--- src/shared/rscl_pkg.sv ---
package rscl_pkg;

	// ----------------------------------------
	// Positions of each strap in the sampled word
	// ----------------------------------------
	localparam int unsigned STRAP_W = 21;
	localparam int unsigned BIT_FLOW = 0;
	localparam int unsigned BIT_BCAST = 1;
	localparam int unsigned BIT_BUFSHARE = 2;
	localparam int unsigned BIT_AGING = 3;
	localparam int unsigned BIT_FRAMELEN = 4;
	localparam int unsigned BIT_BACKPRESS = 5;
	localparam int unsigned BIT_UP_SPEED = 6;
	localparam int unsigned BIT_UP_DUPLEX = 7;
	localparam int unsigned BIT_UP_PAUSE = 8;
	localparam int unsigned BIT_UP_RSVD = 9;
	localparam int unsigned BIT_PRI_EN = 10;
	localparam int unsigned BIT_MODE_LO = 11;
	localparam int unsigned BIT_MODE_HI = 12;
	localparam int unsigned BIT_PRIORITY_BUFFER_RESERVE = 13;
	localparam int unsigned BIT_PROG_SEL = 14;
	localparam int unsigned BIT_AUTOX = 15;
	localparam int unsigned BIT_FEF = 16;
	localparam int unsigned BIT_TEST = 17;
	localparam int unsigned BIT_SCAN = 18;
	localparam int unsigned BIT_REMOTE_LOOPBACK_TEST = 19;
	localparam int unsigned BIT_SWM = 20;

	// Word held before capture: every strap at its default level
	localparam logic [20:0] CFG_RESET = 21'h10_A3FF;

	// ----------------------------------------
	// Register map (byte addresses)
	// ----------------------------------------
	localparam logic [7:0] ADDR_STRAPS = 8'h00;
	localparam logic [7:0] ADDR_STATUS = 8'h04;
	localparam logic [7:0] ADDR_OVERRIDE = 8'h08;
	localparam logic [7:0] ADDR_EFFECT = 8'h0C;

	// Override register fields
	localparam int unsigned OVR_PRI_VALID = 0;
	localparam int unsigned OVR_PRI_VAL = 1;
	localparam int unsigned OVR_RSV_VALID = 2;
	localparam int unsigned OVR_RSV_VAL = 3;
	localparam int unsigned OVR_MAP_VALID = 4;
	localparam int unsigned OVR_MAP_LSB = 8;
	localparam logic [15:0] OVR_RESET = 16'h0000;
	localparam logic [15:0] OVR_MASK = 16'hFF1F;

	// ----------------------------------------
	// Decoded values
	// ----------------------------------------
	localparam logic [6:0] BCAST_LIMIT_PCT = 7'h05;
	localparam logic [9:0] BUF_EQUAL = 10'h071;
	localparam logic [9:0] BUF_SHARED = 10'h200;
	localparam logic [8:0] AGING_SECONDS = 9'h12C;
	localparam logic [10:0] LEN_UNTAGGED = 11'h5EE;
	localparam logic [10:0] LEN_TAGGED = 11'h5F2;
	localparam logic [10:0] LEN_LONG = 11'h600;
	localparam logic [12:0] PRI_RESERVE_BYTES = 13'h1800;
	localparam logic [7:0] PRI_MAP_DEFAULT = 8'hF0;

	// Synchroniser stages before the capture edge
	localparam logic [1:0] SYNC_FILL = 2'h2;

	typedef enum logic [1:0] {
		ST_FILL = 2'b00,
		ST_HOLD = 2'b01
	} rscl_state_t;

endpackage

--- src/hw/rscl_latch.sv ---
`timescale 1ns/10ps

module rscl_latch (
	// Clock and reset
	input wire logic mclk,
	input wire logic rst,
	// Strap pins
	input wire logic strap_flow_ctrl,
	input wire logic strap_bcast_storm,
	input wire logic strap_buffer_share,
	input wire logic strap_addr_aging,
	input wire logic strap_frame_len,
	input wire logic strap_backpressure,
	input wire logic strap_uplink_speed,
	input wire logic strap_uplink_duplex,
	input wire logic strap_uplink_pause,
	input wire logic strap_uplink_reserved,
	input wire logic tag_priority_enable,
	input wire logic [1:0] uplink_port_mode,
	input wire logic priority_buffer_reserve,
	input wire logic program_interface_select,
	input wire logic auto_crossover_enable,
	input wire logic far_end_fault,
	input wire logic factory_test_enable,
	input wire logic scan_chain_enable,
	input wire logic remote_loopback_test,
	input wire logic switch_mode_test,
	// APB slave
	input wire logic psel,
	input wire logic penable,
	input wire logic pwrite,
	input wire logic [7:0] paddr,
	input wire logic [31:0] pwdata,
	output logic [31:0] prdata,
	output logic pready,
	output logic pslverr,
	// Configuration to the switch core
	output logic config_valid,
	output logic flow_ctrl_en,
	output logic bcast_limit_en,
	output logic [6:0] bcast_limit_pct,
	output logic buffer_equal_alloc,
	output logic [9:0] port_buffer_limit,
	output logic addr_aging_en,
	output logic [8:0] aging_seconds,
	output logic [10:0] max_len_untagged,
	output logic [10:0] max_len_tagged,
	output logic backpressure_en,
	// Uplink port
	output logic uplink_speed_100,
	output logic uplink_full_duplex,
	output logic uplink_pause_en,
	output logic uplink_disabled,
	output logic uplink_reverse_mii,
	output logic uplink_forward_mii,
	output logic uplink_serial_mode,
	// Priority
	output logic qos_enable,
	output logic [7:0] priority_high_map,
	output logic priority_reserve_en,
	output logic [12:0] priority_reserve_bytes,
	// Programming interface and transceivers
	output logic processor_if_sel,
	output logic serial_prog_used,
	output logic auto_crossover_en,
	output logic far_end_fault_en,
	// Board strapping health
	output logic strap_reserved_fault,
	output logic strap_test_fault
);

	typedef struct packed {
		logic [20:0] sync1;
		logic [20:0] sync2;
		rscl_pkg::rscl_state_t state;
		logic [1:0] fill;
		logic [20:0] cfg;
		logic [15:0] ovr;
		logic [31:0] rdata;
		logic [31:0] effect;
	} rscl_regs_t;

	rscl_regs_t s;
	rscl_regs_t next_s;
	logic [20:0] pins;
	logic [20:0] c;
	logic pri_en;
	logic rsv_en;
	logic [7:0] pri_map;
	logic mapped;
	logic [31:0] status;

	// ----------------------------------------
	// Pin gathering
	// ----------------------------------------
	// one bit per strap
	always_comb begin
		pins = '0;
		pins[rscl_pkg::BIT_FLOW] = strap_flow_ctrl;
		pins[rscl_pkg::BIT_BCAST] = strap_bcast_storm;
		pins[rscl_pkg::BIT_BUFSHARE] = strap_buffer_share;
		pins[rscl_pkg::BIT_AGING] = strap_addr_aging;
		pins[rscl_pkg::BIT_FRAMELEN] = strap_frame_len;
		pins[rscl_pkg::BIT_BACKPRESS] = strap_backpressure;
		pins[rscl_pkg::BIT_UP_SPEED] = strap_uplink_speed;
		pins[rscl_pkg::BIT_UP_DUPLEX] = strap_uplink_duplex;
		pins[rscl_pkg::BIT_UP_PAUSE] = strap_uplink_pause;
		pins[rscl_pkg::BIT_UP_RSVD] = strap_uplink_reserved;
		pins[rscl_pkg::BIT_PRI_EN] = tag_priority_enable;
		pins[rscl_pkg::BIT_MODE_LO] = uplink_port_mode[0];
		pins[rscl_pkg::BIT_MODE_HI] = uplink_port_mode[1];
		pins[rscl_pkg::BIT_PRIORITY_BUFFER_RESERVE] = priority_buffer_reserve;
		pins[rscl_pkg::BIT_PROG_SEL] = program_interface_select;
		pins[rscl_pkg::BIT_AUTOX] = auto_crossover_enable;
		pins[rscl_pkg::BIT_FEF] = far_end_fault;
		pins[rscl_pkg::BIT_TEST] = factory_test_enable;
		pins[rscl_pkg::BIT_SCAN] = scan_chain_enable;
		pins[rscl_pkg::BIT_REMOTE_LOOPBACK_TEST] = remote_loopback_test;
		pins[rscl_pkg::BIT_SWM] = switch_mode_test;
	end

	// ----------------------------------------
	// Effective settings
	// ----------------------------------------
	always_comb begin
		c = s.cfg;
		pri_en = s.ovr[rscl_pkg::OVR_PRI_VALID] ? s.ovr[rscl_pkg::OVR_PRI_VAL]
			: c[rscl_pkg::BIT_PRI_EN];
		pri_map = s.ovr[rscl_pkg::OVR_MAP_VALID] ? s.ovr[rscl_pkg::OVR_MAP_LSB +: 8]
			: rscl_pkg::PRI_MAP_DEFAULT;
		rsv_en = s.ovr[rscl_pkg::OVR_RSV_VALID] ? s.ovr[rscl_pkg::OVR_RSV_VAL]
			: c[rscl_pkg::BIT_PRIORITY_BUFFER_RESERVE];
		status = '0;
		status[0] = (s.state == rscl_pkg::ST_HOLD);
		status[1] = ~c[rscl_pkg::BIT_UP_RSVD];
		status[2] = c[rscl_pkg::BIT_TEST] | c[rscl_pkg::BIT_SCAN]
			| c[rscl_pkg::BIT_REMOTE_LOOPBACK_TEST] | ~c[rscl_pkg::BIT_SWM];
	end

	// ----------------------------------------
	// Next state
	// ----------------------------------------
	always_comb begin
		next_s = s;
		next_s.sync1 = pins;
		next_s.sync2 = s.sync1;
		case (s.state)
			rscl_pkg::ST_FILL: begin
				if (s.fill == rscl_pkg::SYNC_FILL) begin
					next_s.cfg = s.sync2;
					next_s.state = rscl_pkg::ST_HOLD;
				end else begin
					next_s.fill = s.fill + 2'h1;
				end
			end
			rscl_pkg::ST_HOLD: begin
				next_s.cfg = s.cfg;
			end
			default: begin
				next_s.state = rscl_pkg::ST_FILL;
				next_s.fill = '0;
			end
		endcase

		// Register read data is prepared in the setup phase
		if (psel && !penable) begin
			case (paddr)
				rscl_pkg::ADDR_STRAPS: next_s.rdata = {11'h000, s.cfg};
				rscl_pkg::ADDR_STATUS: next_s.rdata = status;
				rscl_pkg::ADDR_OVERRIDE: next_s.rdata = {16'h0000, s.ovr};
				rscl_pkg::ADDR_EFFECT: next_s.rdata = s.effect;
				default: next_s.rdata = '0;
			endcase
		end
		if (psel && penable && pwrite && paddr == rscl_pkg::ADDR_OVERRIDE) begin
			next_s.ovr = pwdata[15:0] & rscl_pkg::OVR_MASK;
		end

		next_s.effect = '0;
		next_s.effect[0] = c[rscl_pkg::BIT_FLOW];
		next_s.effect[1] = ~c[rscl_pkg::BIT_BCAST];
		next_s.effect[2] = ~c[rscl_pkg::BIT_BUFSHARE];
		next_s.effect[3] = c[rscl_pkg::BIT_AGING];
		next_s.effect[4] = ~c[rscl_pkg::BIT_FRAMELEN];
		next_s.effect[5] = c[rscl_pkg::BIT_BACKPRESS];
		next_s.effect[6] = c[rscl_pkg::BIT_UP_SPEED];
		next_s.effect[7] = c[rscl_pkg::BIT_UP_DUPLEX];
		next_s.effect[8] = ~c[rscl_pkg::BIT_UP_PAUSE];
		next_s.effect[9] = pri_en;
		next_s.effect[11:10] = {c[rscl_pkg::BIT_MODE_HI], c[rscl_pkg::BIT_MODE_LO]};
		next_s.effect[12] = rsv_en;
		next_s.effect[13] = ~c[rscl_pkg::BIT_PROG_SEL];
		next_s.effect[14] = c[rscl_pkg::BIT_AUTOX];
		next_s.effect[15] = ~c[rscl_pkg::BIT_FEF];
		next_s.effect[23:16] = pri_map;
	end

	always_ff @(posedge mclk or posedge rst) begin
		if (rst) begin
			s.sync1 <= '0;
			s.sync2 <= '0;
			s.state <= rscl_pkg::ST_FILL;
			s.fill <= '0;
			s.cfg <= rscl_pkg::CFG_RESET;
			s.ovr <= rscl_pkg::OVR_RESET;
			s.rdata <= '0;
			s.effect <= '0;
		end else begin
			s <= next_s;
		end
	end

	// ----------------------------------------
	// Bus answer
	// ----------------------------------------
	always_comb begin
		case (paddr)
			rscl_pkg::ADDR_STRAPS,
			rscl_pkg::ADDR_STATUS,
			rscl_pkg::ADDR_OVERRIDE,
			rscl_pkg::ADDR_EFFECT: mapped = 1'b1;
			default: mapped = 1'b0;
		endcase
	end

	assign pready = 1'b1;
	assign pslverr = psel & penable & ~mapped;
	assign prdata = s.rdata;

	// ----------------------------------------
	// Configuration outputs
	// ----------------------------------------
	assign config_valid = (s.state == rscl_pkg::ST_HOLD);
	assign flow_ctrl_en = s.effect[0];
	assign bcast_limit_en = s.effect[1];
	assign bcast_limit_pct = s.effect[1] ? rscl_pkg::BCAST_LIMIT_PCT : 7'h00;
	assign buffer_equal_alloc = s.effect[2];
	assign port_buffer_limit = s.effect[2] ? rscl_pkg::BUF_EQUAL : rscl_pkg::BUF_SHARED;
	assign addr_aging_en = s.effect[3];
	assign aging_seconds = rscl_pkg::AGING_SECONDS;
	assign max_len_untagged = s.effect[4] ? rscl_pkg::LEN_UNTAGGED : rscl_pkg::LEN_LONG;
	assign max_len_tagged = s.effect[4] ? rscl_pkg::LEN_TAGGED : rscl_pkg::LEN_LONG;
	assign backpressure_en = s.effect[5];
	assign uplink_speed_100 = s.effect[6];
	assign uplink_full_duplex = s.effect[7];
	assign uplink_pause_en = s.effect[8];
	assign qos_enable = s.effect[9];
	assign uplink_disabled = (s.effect[11:10] == 2'h0);
	assign uplink_reverse_mii = (s.effect[11:10] == 2'h1);
	assign uplink_forward_mii = (s.effect[11:10] == 2'h2);
	assign uplink_serial_mode = (s.effect[11:10] == 2'h3);
	assign priority_reserve_en = s.effect[12];
	assign priority_reserve_bytes = s.effect[12] ? rscl_pkg::PRI_RESERVE_BYTES : 13'h0000;
	assign processor_if_sel = s.effect[13];
	assign serial_prog_used = s.effect[13];
	assign auto_crossover_en = s.effect[14];
	assign far_end_fault_en = s.effect[15];
	assign priority_high_map = s.effect[23:16];
	assign strap_reserved_fault = status[1];
	assign strap_test_fault = status[2];

endmodule

--- config.mk ---
export PLATFORM = sky130hd
export DESIGN_NAME = rscl_latch
export DESIGN_NICKNAME = d
export VERILOG_FILES = /design/src/shared/rscl_pkg.sv /design/src/hw/rscl_latch.sv
export SDC_FILE = /design/constraint.sdc
export NUM_CORES = 1
export LEC_CHECK = 0
export ABC_AREA = 1
export BUFFER_PORTS_ARGS = -buffer_cell sky130_fd_sc_hd__buf_2
export CAP_MARGIN = 20
export CORE_MARGIN = 2
export CORE_UTILIZATION = 45
export CTS_CLUSTER_DIAMETER = 120
export DETAILED_ROUTE_END_ITERATION = 16
export PLACE_DENSITY_LB_ADDON = 0.12
export SLEW_MARGIN = 40
export SYNTH_ARGS = -nofsm -noshare
export SYNTH_HDL_FRONTEND = slang
export SYNTH_SLANG_ARGS = --single-unit
--- constraint.sdc ---
create_clock -name mclk -period 3 [get_ports mclk]
set_input_delay 0 -clock mclk [delete_from_list [all_inputs] [get_ports mclk]]
set_output_delay 0 -clock mclk [all_outputs]
set_load 0.01 [all_outputs]
-- Yosys cells after proc, flatten, opt, wreduce, memory -nomap -nowiden
Index checks and enable logic that the tools add are counted.
- add/subtract/negate cells: 1
- equal/unequal tests: 10
- mux-type cells: 13
- bitwise gates (word level): 15
- reduce and logical (&&, ||, !) cells: 12
- operators by type and width (operator ; number):
    $pmux 24 s4 ; 1
    $mux 10 ; 3
    $eq 8x4->1 const B ; 2
    $mux 13 ; 1
    $not 1->1 ; 10
    $eq 8x3->1 const B ; 1
    $logic_not 8->1 ; 1
    $mux 8 ; 1
    $pmux 4 s2 ; 1
    $eq 2x2->1 const B ; 3
    $reduce_and 2->1 ; 3
    $eq 2x1->1 const B ; 2
    $logic_and 1x1->1 ; 4
    $logic_not 2->1 ; 2
    $mux 2 ; 2
    $ne 2x2->1 const B ; 2
    $reduce_or 4->1 ; 1
    $mux 1 ; 3
    $mux 3 ; 1
    $or 1x1->1 ; 3
    $add 2x1->2 const B ; 1
    $and 1x1->1 ; 2
    $logic_not 1->1 ; 1
- flip-flop bits (word level): 136
- input bits: 66
- output and inout port bits: 124
- word-level logic and storage cells: 59

-- Depth between registers and ports, before layout
Gate-level depths: netlist of the first run.
- word-level depth: 5
- gate-level depth with buffers: 8
- mapped depth without buffers: 7

-- Worst setup path after synthesis of the first run
OpenSTA, ideal clock, no wires.
- path type: register -> register
- from: register s[101] in the netlist's numbering
- to: register s (netlist bit c[11])
- library setup time: 0.125 ns
- data arrival time: 1.235 ns
- required time: 2.875 ns
- slack: 1.640 ns
- stages on the path, launching flop included: 6
- path buffers: 1
- period minus slack after synthesis: 1.360 ns
- cell sequence: dfrtp_1 > inv_1 > ha_1 > nand2_1 > buf_2 > mux2_2
- longest elaborated chain between the ends: 2
- RTL lines (item ; RTL line ; text):
    from (decl) ; rscl_latch.sv:83 ; rscl_regs_t s;
    from (signal assigned) ; rscl_latch.sv:209 ; s <= next_s;
    $eq 2x2->1 ; rscl_latch.sv:149 ; if (s.fill == rscl_pkg::SYNC_FILL) begin
    $reduce_and 2->1 (no line) ; - ;
Every way passes these cells.
A chain may end at the register's enable or synchronous reset.

-- Worst setup path after layout of the first run
- from: register s[101] in the netlist's numbering
- to: register s (netlist bit c[15])
Same word-level chain as after synthesis.

==> out/qor.yml, run 1 <==
grt_max_degree: 64
via_per_inst: 4.43
post_cts_buffers: 0
post-route-period-util: 0.585
hold_viol: 0
path_clk_slew_ns: 0.06
place_hpwl_mm: 7.54
clock_skew_ns: 0.00732
cp-startpoint: "s[101]"
async_flop_share: 1.00
post_drt_wl_per_cell_um: 13.4
initial_core_util: 0.460
cts_buffers: 17
p_leak_nw: 3.58
fp.coreArea_mm2: 0.0120
rows: 40
cp-end-kind: "flip-flop"
power_frac_seq: 0.438
syn_inst: 553
drive_gt1_frac: 0.303
sw_frac_of_total: 0.210
yosysWarnings: 0
die_area_mm2: 0.0131
clockBufferDepth: 2
syn_avg_cell_area_um2: 9.95
intPower_mw: 3.27
drc: 0
period_minus_slack_ns: 1.76
slew_headroom: 0.496
rr_worst_depth: 5
antenna_found_initial: 0
htree_levels: 4
crit_fanout: 22
io_pins: 190
status: "finished, final reports clean"
hold_class: "input port to flip-flop"
first_global_vias: 3523
irDropWorstVdd_v: 0.000382
maxCapViolCount: 0
area_delta_synth_final_pct: 20.9
synth.distinct_cells: 23
track_usage: 0.179
port_buffers: 124
power.switching_mw: 0.869
n_antenna_cell: 0
setup_violations: 0
clk_latency_ns: 0.41
cts_tree: "built"
cp-start-kind: "flip-flop"
r2r-end: "c[15]"
grt-ovfl-total: 0
worst-slew-pin-transition_ns: 0.751
syn_area_mm2: 0.00550
ant_nets: 0
die_w_um: 115
nFillCells: 1033
rsz0062_at_grt: "false"
place_congestion: 0.830
crit_type: "flip-flop to flip-flop"
die_h_um: 115
critPathRequiredTime_ns: 3.33
synth_flop_cell: "dfrtp_1"
finalMaxSlewViolations: 0
crit_end: "c[15]"
fin_nets: 730
clkPwrFrac: 0.502
ys_seq_elements: 127
worstReg2RegStart: "s[101]"
vias: 3643
arrival_ns: 2.09
first_iter_violations: 177
finalWirelength_mm: 11.0
fin_setup_tns_ns: 0
max_freq_mhz: 569
pwr-share-comb: 0.060
drtPass1Iterations: 4
cts_root_buffer: "clkbuf_16"
synth_edf_count: 0
powerDensity_mw_per_mm2: 623
clkSinkCount: 127
seq_area_frac_synth: 0.581
fin_util: 0.556
grt_pass1_wl_mm: 17.7
rrSetupSlack_ns: 1.24
==> logic make-up after synthesis <==
kind of cell / after synthesis / share of synthesized area
muxes: 11 / 0.0225
other: 2 / 0.00137
DFF: 127 / 0.581
xor gates and xnor gates: 1 / 0.00159
adders and majority gates: 1 / 0.00227
buffers and inverters: 166 / 0.190
and+or+nand+nor: 210 / 0.161
AOI/OAI and AO/OA: 35 / 0.0407
==> per-layer routing <==
metal | routed length [um] | up-vias | global-route usage
li1 | - | 1787 | -
met1 | 4830 | 1702 | 0.232
met2 | 5290 | 137 | 0.281
met3 | 712 | 17 | 0.0545
met4 | 194 | 0 | 0.0715
met5 | 0 | - | 0
==> worst min path at each step <==
stage	startpoint	to	slack [ns]	cells after the start
finish	penable	prdata[19]	0.1	5
global route	rst	next_s[113]	0.11	3
CTS	penable	prdata[19]	0.09	5
detailed placement	strap_bcast_storm	next_s[106]	0.11	1
global placement	strap_flow_ctrl	next_s[105]	0.11	1
floorplan	strap_flow_ctrl	next_s[105]	0.03	0
==> cells in the mapped netlist, types with 2 or more instances <==
library cell / n / area (um2)
a21oi_1: 10 / 50.1
conb_1: 2 / 7.51
buf_2: 6 / 30.0
nand2_1: 133 / 499
mux2_2: 11 / 124
nor2_2: 3 / 18.8
nor2_1: 25 / 93.8
o21ai_2: 13 / 114
dfstp_2: 13 / 342
o21ai_0: 12 / 60.1
buf_4: 106 / 796
inv_1: 46 / 173
dfrtp_1: 114 / 2850
buf_6: 2 / 22.5
clkbuf_1: 4 / 15.0
nand2_2: 3 / 18.8
nand3_1: 44 / 220
==> cell usage in the layout (no fill, tap or decap) <==
cell	synthesis	routed
dlygate4sd3_1	0	35
buf_4	106	5
clkbuf_1	4	5
nand2_1	133	133
inv_2	1	1
nor2_2	3	3
clkinvlp_4	0	2
mux2_2	11	11
clkbuf_8	0	4
nor2_1	25	25
ha_1	1	1
nor3_4	1	1
bufinv_16	0	3
o21ai_2	13	13
o21ai_0	12	12
xor2_1	1	1
clkinv_2	0	2
buf_2	6	124
buf_16	0	1
inv_1	46	44
dfrtp_1	114	114
clkinv_1	0	1
conb_1	2	46
dfstp_2	13	13
nand2_2	3	3
nand3_1	44	44
buf_12	0	1
clkbuf_16	0	17
a21oi_1	10	10
nand3b_4	1	1
==> registers in the layout (all words and copies together) (netlist names) <==
| name | count |
|---|---|
| addr_aging_en | 1 |
| auto_crossover_en | 1 |
| backpressure_en | 1 |
| bcast_limit_en | 1 |
| buffer_equal_alloc | 1 |
| c | 21 |
| far_end_fault_en | 1 |
| flow_ctrl_en | 1 |
| next_s | 21 |
| prdata | 24 |
| priority_high_map | 8 |
| priority_reserve_en | 1 |
| processor_if_sel | 1 |
| qos_enable | 1 |
| s | 40 |
| uplink_full_duplex | 1 |
| uplink_pause_en | 1 |
| uplink_speed_100 | 1 |
==> layout make-up <==
class	count	area, um2	area share
Tap cell	147	184	0.0277
Clock inverter	6	108	0.0162
Multi-Input combinational cell	304	1430	0.215
Inverter	47	180	0.0271
Timing Repair Buffer	166	1060	0.159
Sequential cell	127	3190	0.480
Clock buffer	26	499	0.0751
==> stage by stage <==
stage	hold slack [ns]	setup WS (ns)	instances	instance area, um2	total power, mW
finish	0.0989	1.24	823	6650	4.14
global placement	0.107	1.29	755	5670	2.05
floorplan	0.0314	1.44	597	5670	2.03
global route	0.111	1.07	823	6650	4.31
CTS	0.0853	1.24	822	6620	4.18
detailed placement	0.109	1.25	755	5670	2.06
==> critical path, stage by stage, from the launching register on <==
cell and delay (ns):
dfrtp_1 0.35, inv_1 0.05, ha_1 0.20, nand2_1 0.39
buf_4 0.33, mux2_2 0.36
==> repair_timing <==
item                                   CTS  global route
gates resized for setup                  0             0
hold buffers                            35             0
endpoints found under the hold margin   61             0
==> power by group through the flow <==
stage	clock (mW)	sequential [mW]	combinational, mW
after floorplan	0	1.84	0.189
after global placement	0	1.84	0.212
after detailed placement	0	1.84	0.214
after CTS	2.12	1.81	0.249
after global routing	2.20	1.82	0.282
final	2.08	1.81	0.250
No activity file was read; power rests on OpenSTA's default activity.
==> run 2, diff against run 1 <==
Clock period 3 ns to 1.5 ns, I/O delays scaled along.
==> run 2 against run 1 <==
Net effect: sequential power increased by 100%; worst setup slack got worse by 1.1 ns; utilization shrank 0.24 points; power increased by 89%; global-route usage decreased by 0.65 points; die area unchanged; register-to-register slack worse by 1.1 ns; highest routed layer unchanged; final cell count is 0.49% higher.
==> out/qor.yml, run 2 (synthesis results as in run 1) <==
finalMaxSlewViolations: 0
fin_area_mm2: 0.00662
slowest_delay_ns: 0.35
finalWirelength_mm: 10.8
cts_tree: "built"
largest_register_ffs: 40
clkPwrFrac: 0.472
clk_latency_ns: 0.41
cts_root_buffer: "clkbuf_16"
grt_pass1_wl_mm: 17.0
track_usage: 0.172
cts_resized: 0
cp-end-kind: "flip-flop"
post_cts_buffers: 0
htree_levels: 4
clkSinkCount: 127
rrSetupSlack_ns: 0.13
vias: 3616
clock_skew_ns: 0.00835
drtPass1Iterations: 4
die_h_um: 115
final_cells: 827
irDropWorstVdd_v: 0.000685
slew_headroom: 0.512
powerDensity_mw_per_mm2: 1180
path_clk_slew_ns: 0.06
maxCapViolCount: 0
drc: 0
crit_path_top_delay_cell: "dfrtp_1"
critPathRequiredTime_ns: 1.79
power_frac_seq: 0.464
via_per_inst: 4.37
dpl_cell_area_mm2: 0.00573
p_leak_nw: 3.57
worstPathCellList: "inv_1 > ha_1 > nand2_1 > buf_12 > mux2_2"
drive_gt1_frac: 0.315
place_hpwl_mm: 7.42
io_pins: 190
status: "finished, final reports clean"
mostFrequentLayoutCells: "nand2_1, buf_2, dfrtp_1, conb_1, inv_1"
pwr-share-comb: 0.064
power.switching_mw: 1.86
fp.coreArea_mm2: 0.0120
post_drt_wl_per_cell_um: 13.0
antenna_found_initial: 0
hold_class: "input port to asynchronous set/reset pin"
final_common_cell: "nand2_1"
sw_frac_of_total: 0.238
place_congestion: 0.843
rsz0062_at_grt: "false"
grt-ovfl-total: 0
die_w_um: 115
regMostFlops: "s"
setup_violations: 0
crit_fanout: 31
cp-start-kind: "flip-flop"
crit_type: "flip-flop to flip-flop"
dp_cells: 760
hold_viol: 0
period_minus_slack_ns: 1.37
max_freq_mhz: 727
intPower_mw: 5.95
hold_ws_ns: 0.0280
rr_worst_depth: 5
worstReg2RegStart: "s[101]"
r2r-end: "c[11]"
die_area_mm2: 0.0131
area_delta_synth_final_pct: 20.4
clockBufferDepth: 2
port_buffers: 124
ant_nets: 0
fin_nets: 734
rows: 40
ctsHoldBuffers: 35
arrival_ns: 1.66
first_iter_violations: 197
worst-slew-pin-transition_ns: 0.731
initial_core_util: 0.460
n_antenna_cell: 0
grt_max_degree: 70
first_global_vias: 3397
post-route-period-util: 0.916
cts_buffers: 17
run 2: cell count changes in the layout (fill, tap and decap cells not counted), sizes merged:
cell,change
clkbuf,-7
buf,+4
clkinv,+4
bufinv,-3
clkinvlp,+3
inv,+3
run 2: per-stage QoR:
step | setup TNS (ns) | worst slack (ns) | total power [mW] | util
5_1_grt | 0 | 0.0430 | 8.11 | 0.554
2_1_floorplan | -6.46 | -0.0566 | 4.05 | -
3_5_place_dp | 0 | 0.135 | 4.12 | 0.479
4_1_cts | 0 | 0.118 | 7.88 | 0.554
3_3_place_gp | 0 | 0.150 | 4.11 | 0.479
6_report | 0 | 0.125 | 7.81 | 0.554
run 2: layout make-up:
type,instances,area [um2]
Tap cell,147,184
Multi-Input combinational cell,304,1430
Clock inverter,13,90.1
Inverter,47,180
Clock buffer,19,453
Timing Repair Buffer,170,1090
Fill cell,1083,5340
Sequential cell,127,3190
run 2: worst max-delay path by stage:
stage | startpoint | to | cells after the start
finish | s[101] | c[11] | 5
global route | s[101] | c[11] | 5
CTS | s[101] | c[11] | 5
detailed placement | s[101] | c[12] | 5
global placement | s[101] | c[11] | 5
floorplan | rst | addr_aging_en | 1
run 2: power groups by stage:
stage	combinational (mW)	clock, mW	sequential, mW
floorplan	0.377	0	3.67
global placement	0.429	0	3.68
detailed placement	0.435	0	3.69
CTS	0.505	3.75	3.63
global route	0.563	3.91	3.64
finish	0.500	3.69	3.63
run 2: per-layer routing:
metal  wire length, um  track usage
met5                 0            0
met4               131       0.0610
met3               683       0.0535
met2              5200        0.276
met1              4780        0.222
run 2: worst max-delay path, delay by kind of cell, from the launching register on:
family	cells	cell delay (ns)
mux	1	0.35
fa+ha+maj	1	0.20
buf+inv	2	0.24
simple gates	1	0.11
flops	1	0.35
==> run 3, diff against run 2 <==
Settings changed: CORE_MARGIN 2 to default.
==> run 3 against run 2 <==
Net effect: highest routed layer unchanged; critical path type unchanged; worst hold slack improved by 0.076 ns; clock skew decreased by 0.0021 ns; power grew 8.7%; largest power group unchanged; sequential share of layout area decreased by 0.77 points; combinational power hardly changed; utilization increased by 0.90 points; register-to-register slack worse by 0.02 ns; largest cell class unchanged.
==> out/qor.yml, run 3 (synthesis results as in run 1) <==
final_common_cell: "nand2_1"
rr_worst_depth: 5
slew_headroom: 0.493
fin_setup_tns_ns: 0
clockBufferDepth: 2
cp-start-kind: "flip-flop"
grt_max_degree: 75
powerDensity_mw_per_mm2: 1260
worst-slew-pin-transition_ns: 0.756
regMostFlops: "s"
port_buffers: 124
drc: 0
clk_latency_ns: 0.41
setup_violations: 0
n_antenna_cell: 0
critPathRequiredTime_ns: 1.79
post_drt_wl_per_cell_um: 13.0
crit_buf_inv: 2
cts_resized: 0
ctsHoldBuffers: 35
cts_tree: "built"
cts_root_buffer: "clkbuf_16"
hold_class: "input port to flip-flop"
post_cts_buffers: 0
drive_gt1_frac: 0.311
crit_path_top_delay_cell: "dfrtp_1"
mostFrequentLayoutCells: "nand2_1, buf_2, dfrtp_1, conb_1"
final_cells: 825
initial_core_util: 0.460
cp-end-kind: "flip-flop"
place_congestion: 0.811
fp.coreArea_mm2: 0.0120
hold_ws_ns: 0.104
period_minus_slack_ns: 1.39
path_delay_family: "flip-flops"
place_hpwl_mm: 7.34
rows: 40
io_pins: 190
irDropWorstVdd_v: 0.00115
max_freq_mhz: 717
hold_depth: 3
dp_cells: 758
seq_area_mm2: 0.00319
slowest_delay_ns: 0.36
finalWirelength_mm: 10.7
post-route-period-util: 0.929
track_usage: 0.185
maxCapViolCount: 0
via_per_inst: 4.41
finalMaxSlewViolations: 0
clock_skew_ns: 0.00627
largest_register_ffs: 40
grt-ovfl-total: 0
die_area_mm2: 0.0127
grt_pass1_wl_mm: 17.5
fin_util: 0.563
die_h_um: 113
p_leak_nw: 3.60
path_clk_slew_ns: 0.06
nFillCells: 1049
fin_nets: 732
area_delta_synth_final_pct: 22.3
worstReg2RegStart: "s[101]"
rrSetupSlack_ns: 0.11
vias: 3640
status: "finished, final reports clean"
multi_input_area_mm2: 0.00143
crit_type: "flip-flop to flip-flop"
drtPass1Iterations: 4
hold_viol: 0
worstPathCellList: "inv_1 > ha_1 > nand2_1 > buf_12 > mux2_2"
first_global_vias: 3422
htree_levels: 4
dpl_cell_area_mm2: 0.00574
arrival_ns: 1.69
clkSinkCount: 127
cts_buffers: 17
first_iter_violations: 158
ant_nets: 0
rsz0062_at_grt: "false"
r2r-end: "c[11]"
worstHoldStart: "pwrite"
antenna_found_initial: 0
fin_area_mm2: 0.00673
hold_path_end: "s[75]"
die_w_um: 113
crit_fanout: 31
## run 3: changes by cell type in the layout (fill, tap and decap cells not counted)
cell	previous run	this run
clkinvlp_4	5	6
buf_12	3	5
buf_4	8	4
clkinv_2	5	0
inv_6	2	1
clkinv_1	0	1
clkbuf_1	0	1
bufinv_16	0	4
inv_1	45	44
## run 3: metrics by stage
| stage | worst slack, ns | power, mW |
|---|---|---|
| after CTS | 0.0987 | 8.58 |
| after global routing | 0.0205 | 8.80 |
| after detailed placement | 0.106 | 4.12 |
| after floorplan | -0.0566 | 4.05 |
| final | 0.106 | 8.50 |
| after global placement | 0.147 | 4.12 |
## run 3: where the power goes
part           internal (mW)  switching, mW
Clock                   2.88           1.49
Combinational          0.204          0.296
Sequential              3.56         0.0663
## run 3: area by class of cell
cell class	instances	area share
multi-input combinational	304	0.212
sequential	127	0.475
tap	147	0.0273
inverter	47	0.0268
timing repair buffer	168	0.164
clock inverter	12	0.0273
clock buffer	20	0.0679
## run 3: how the worst max path moves through the flow
stage | cells past startpoint | to | from
after floorplan | 1 | addr_aging_en | rst
after global placement | 5 | c[11] | s[101]
after detailed placement | 5 | c[11] | s[101]
after CTS | 5 | c[11] | s[101]
after global routing | 5 | c[12] | s[101]
final | 5 | c[11] | s[101]
## run 3: metal layers
layer	track usage	wire length, um
met2	0.300	5200
met5	0	0
met3	0.0659	613
met4	0.0658	140
met1	0.229	4790
## run 3: tightest hold or removal path: stages
cell and delay [ns]:
buf_2 0.12, nand3b_4 0.29, o21ai_2 0.07
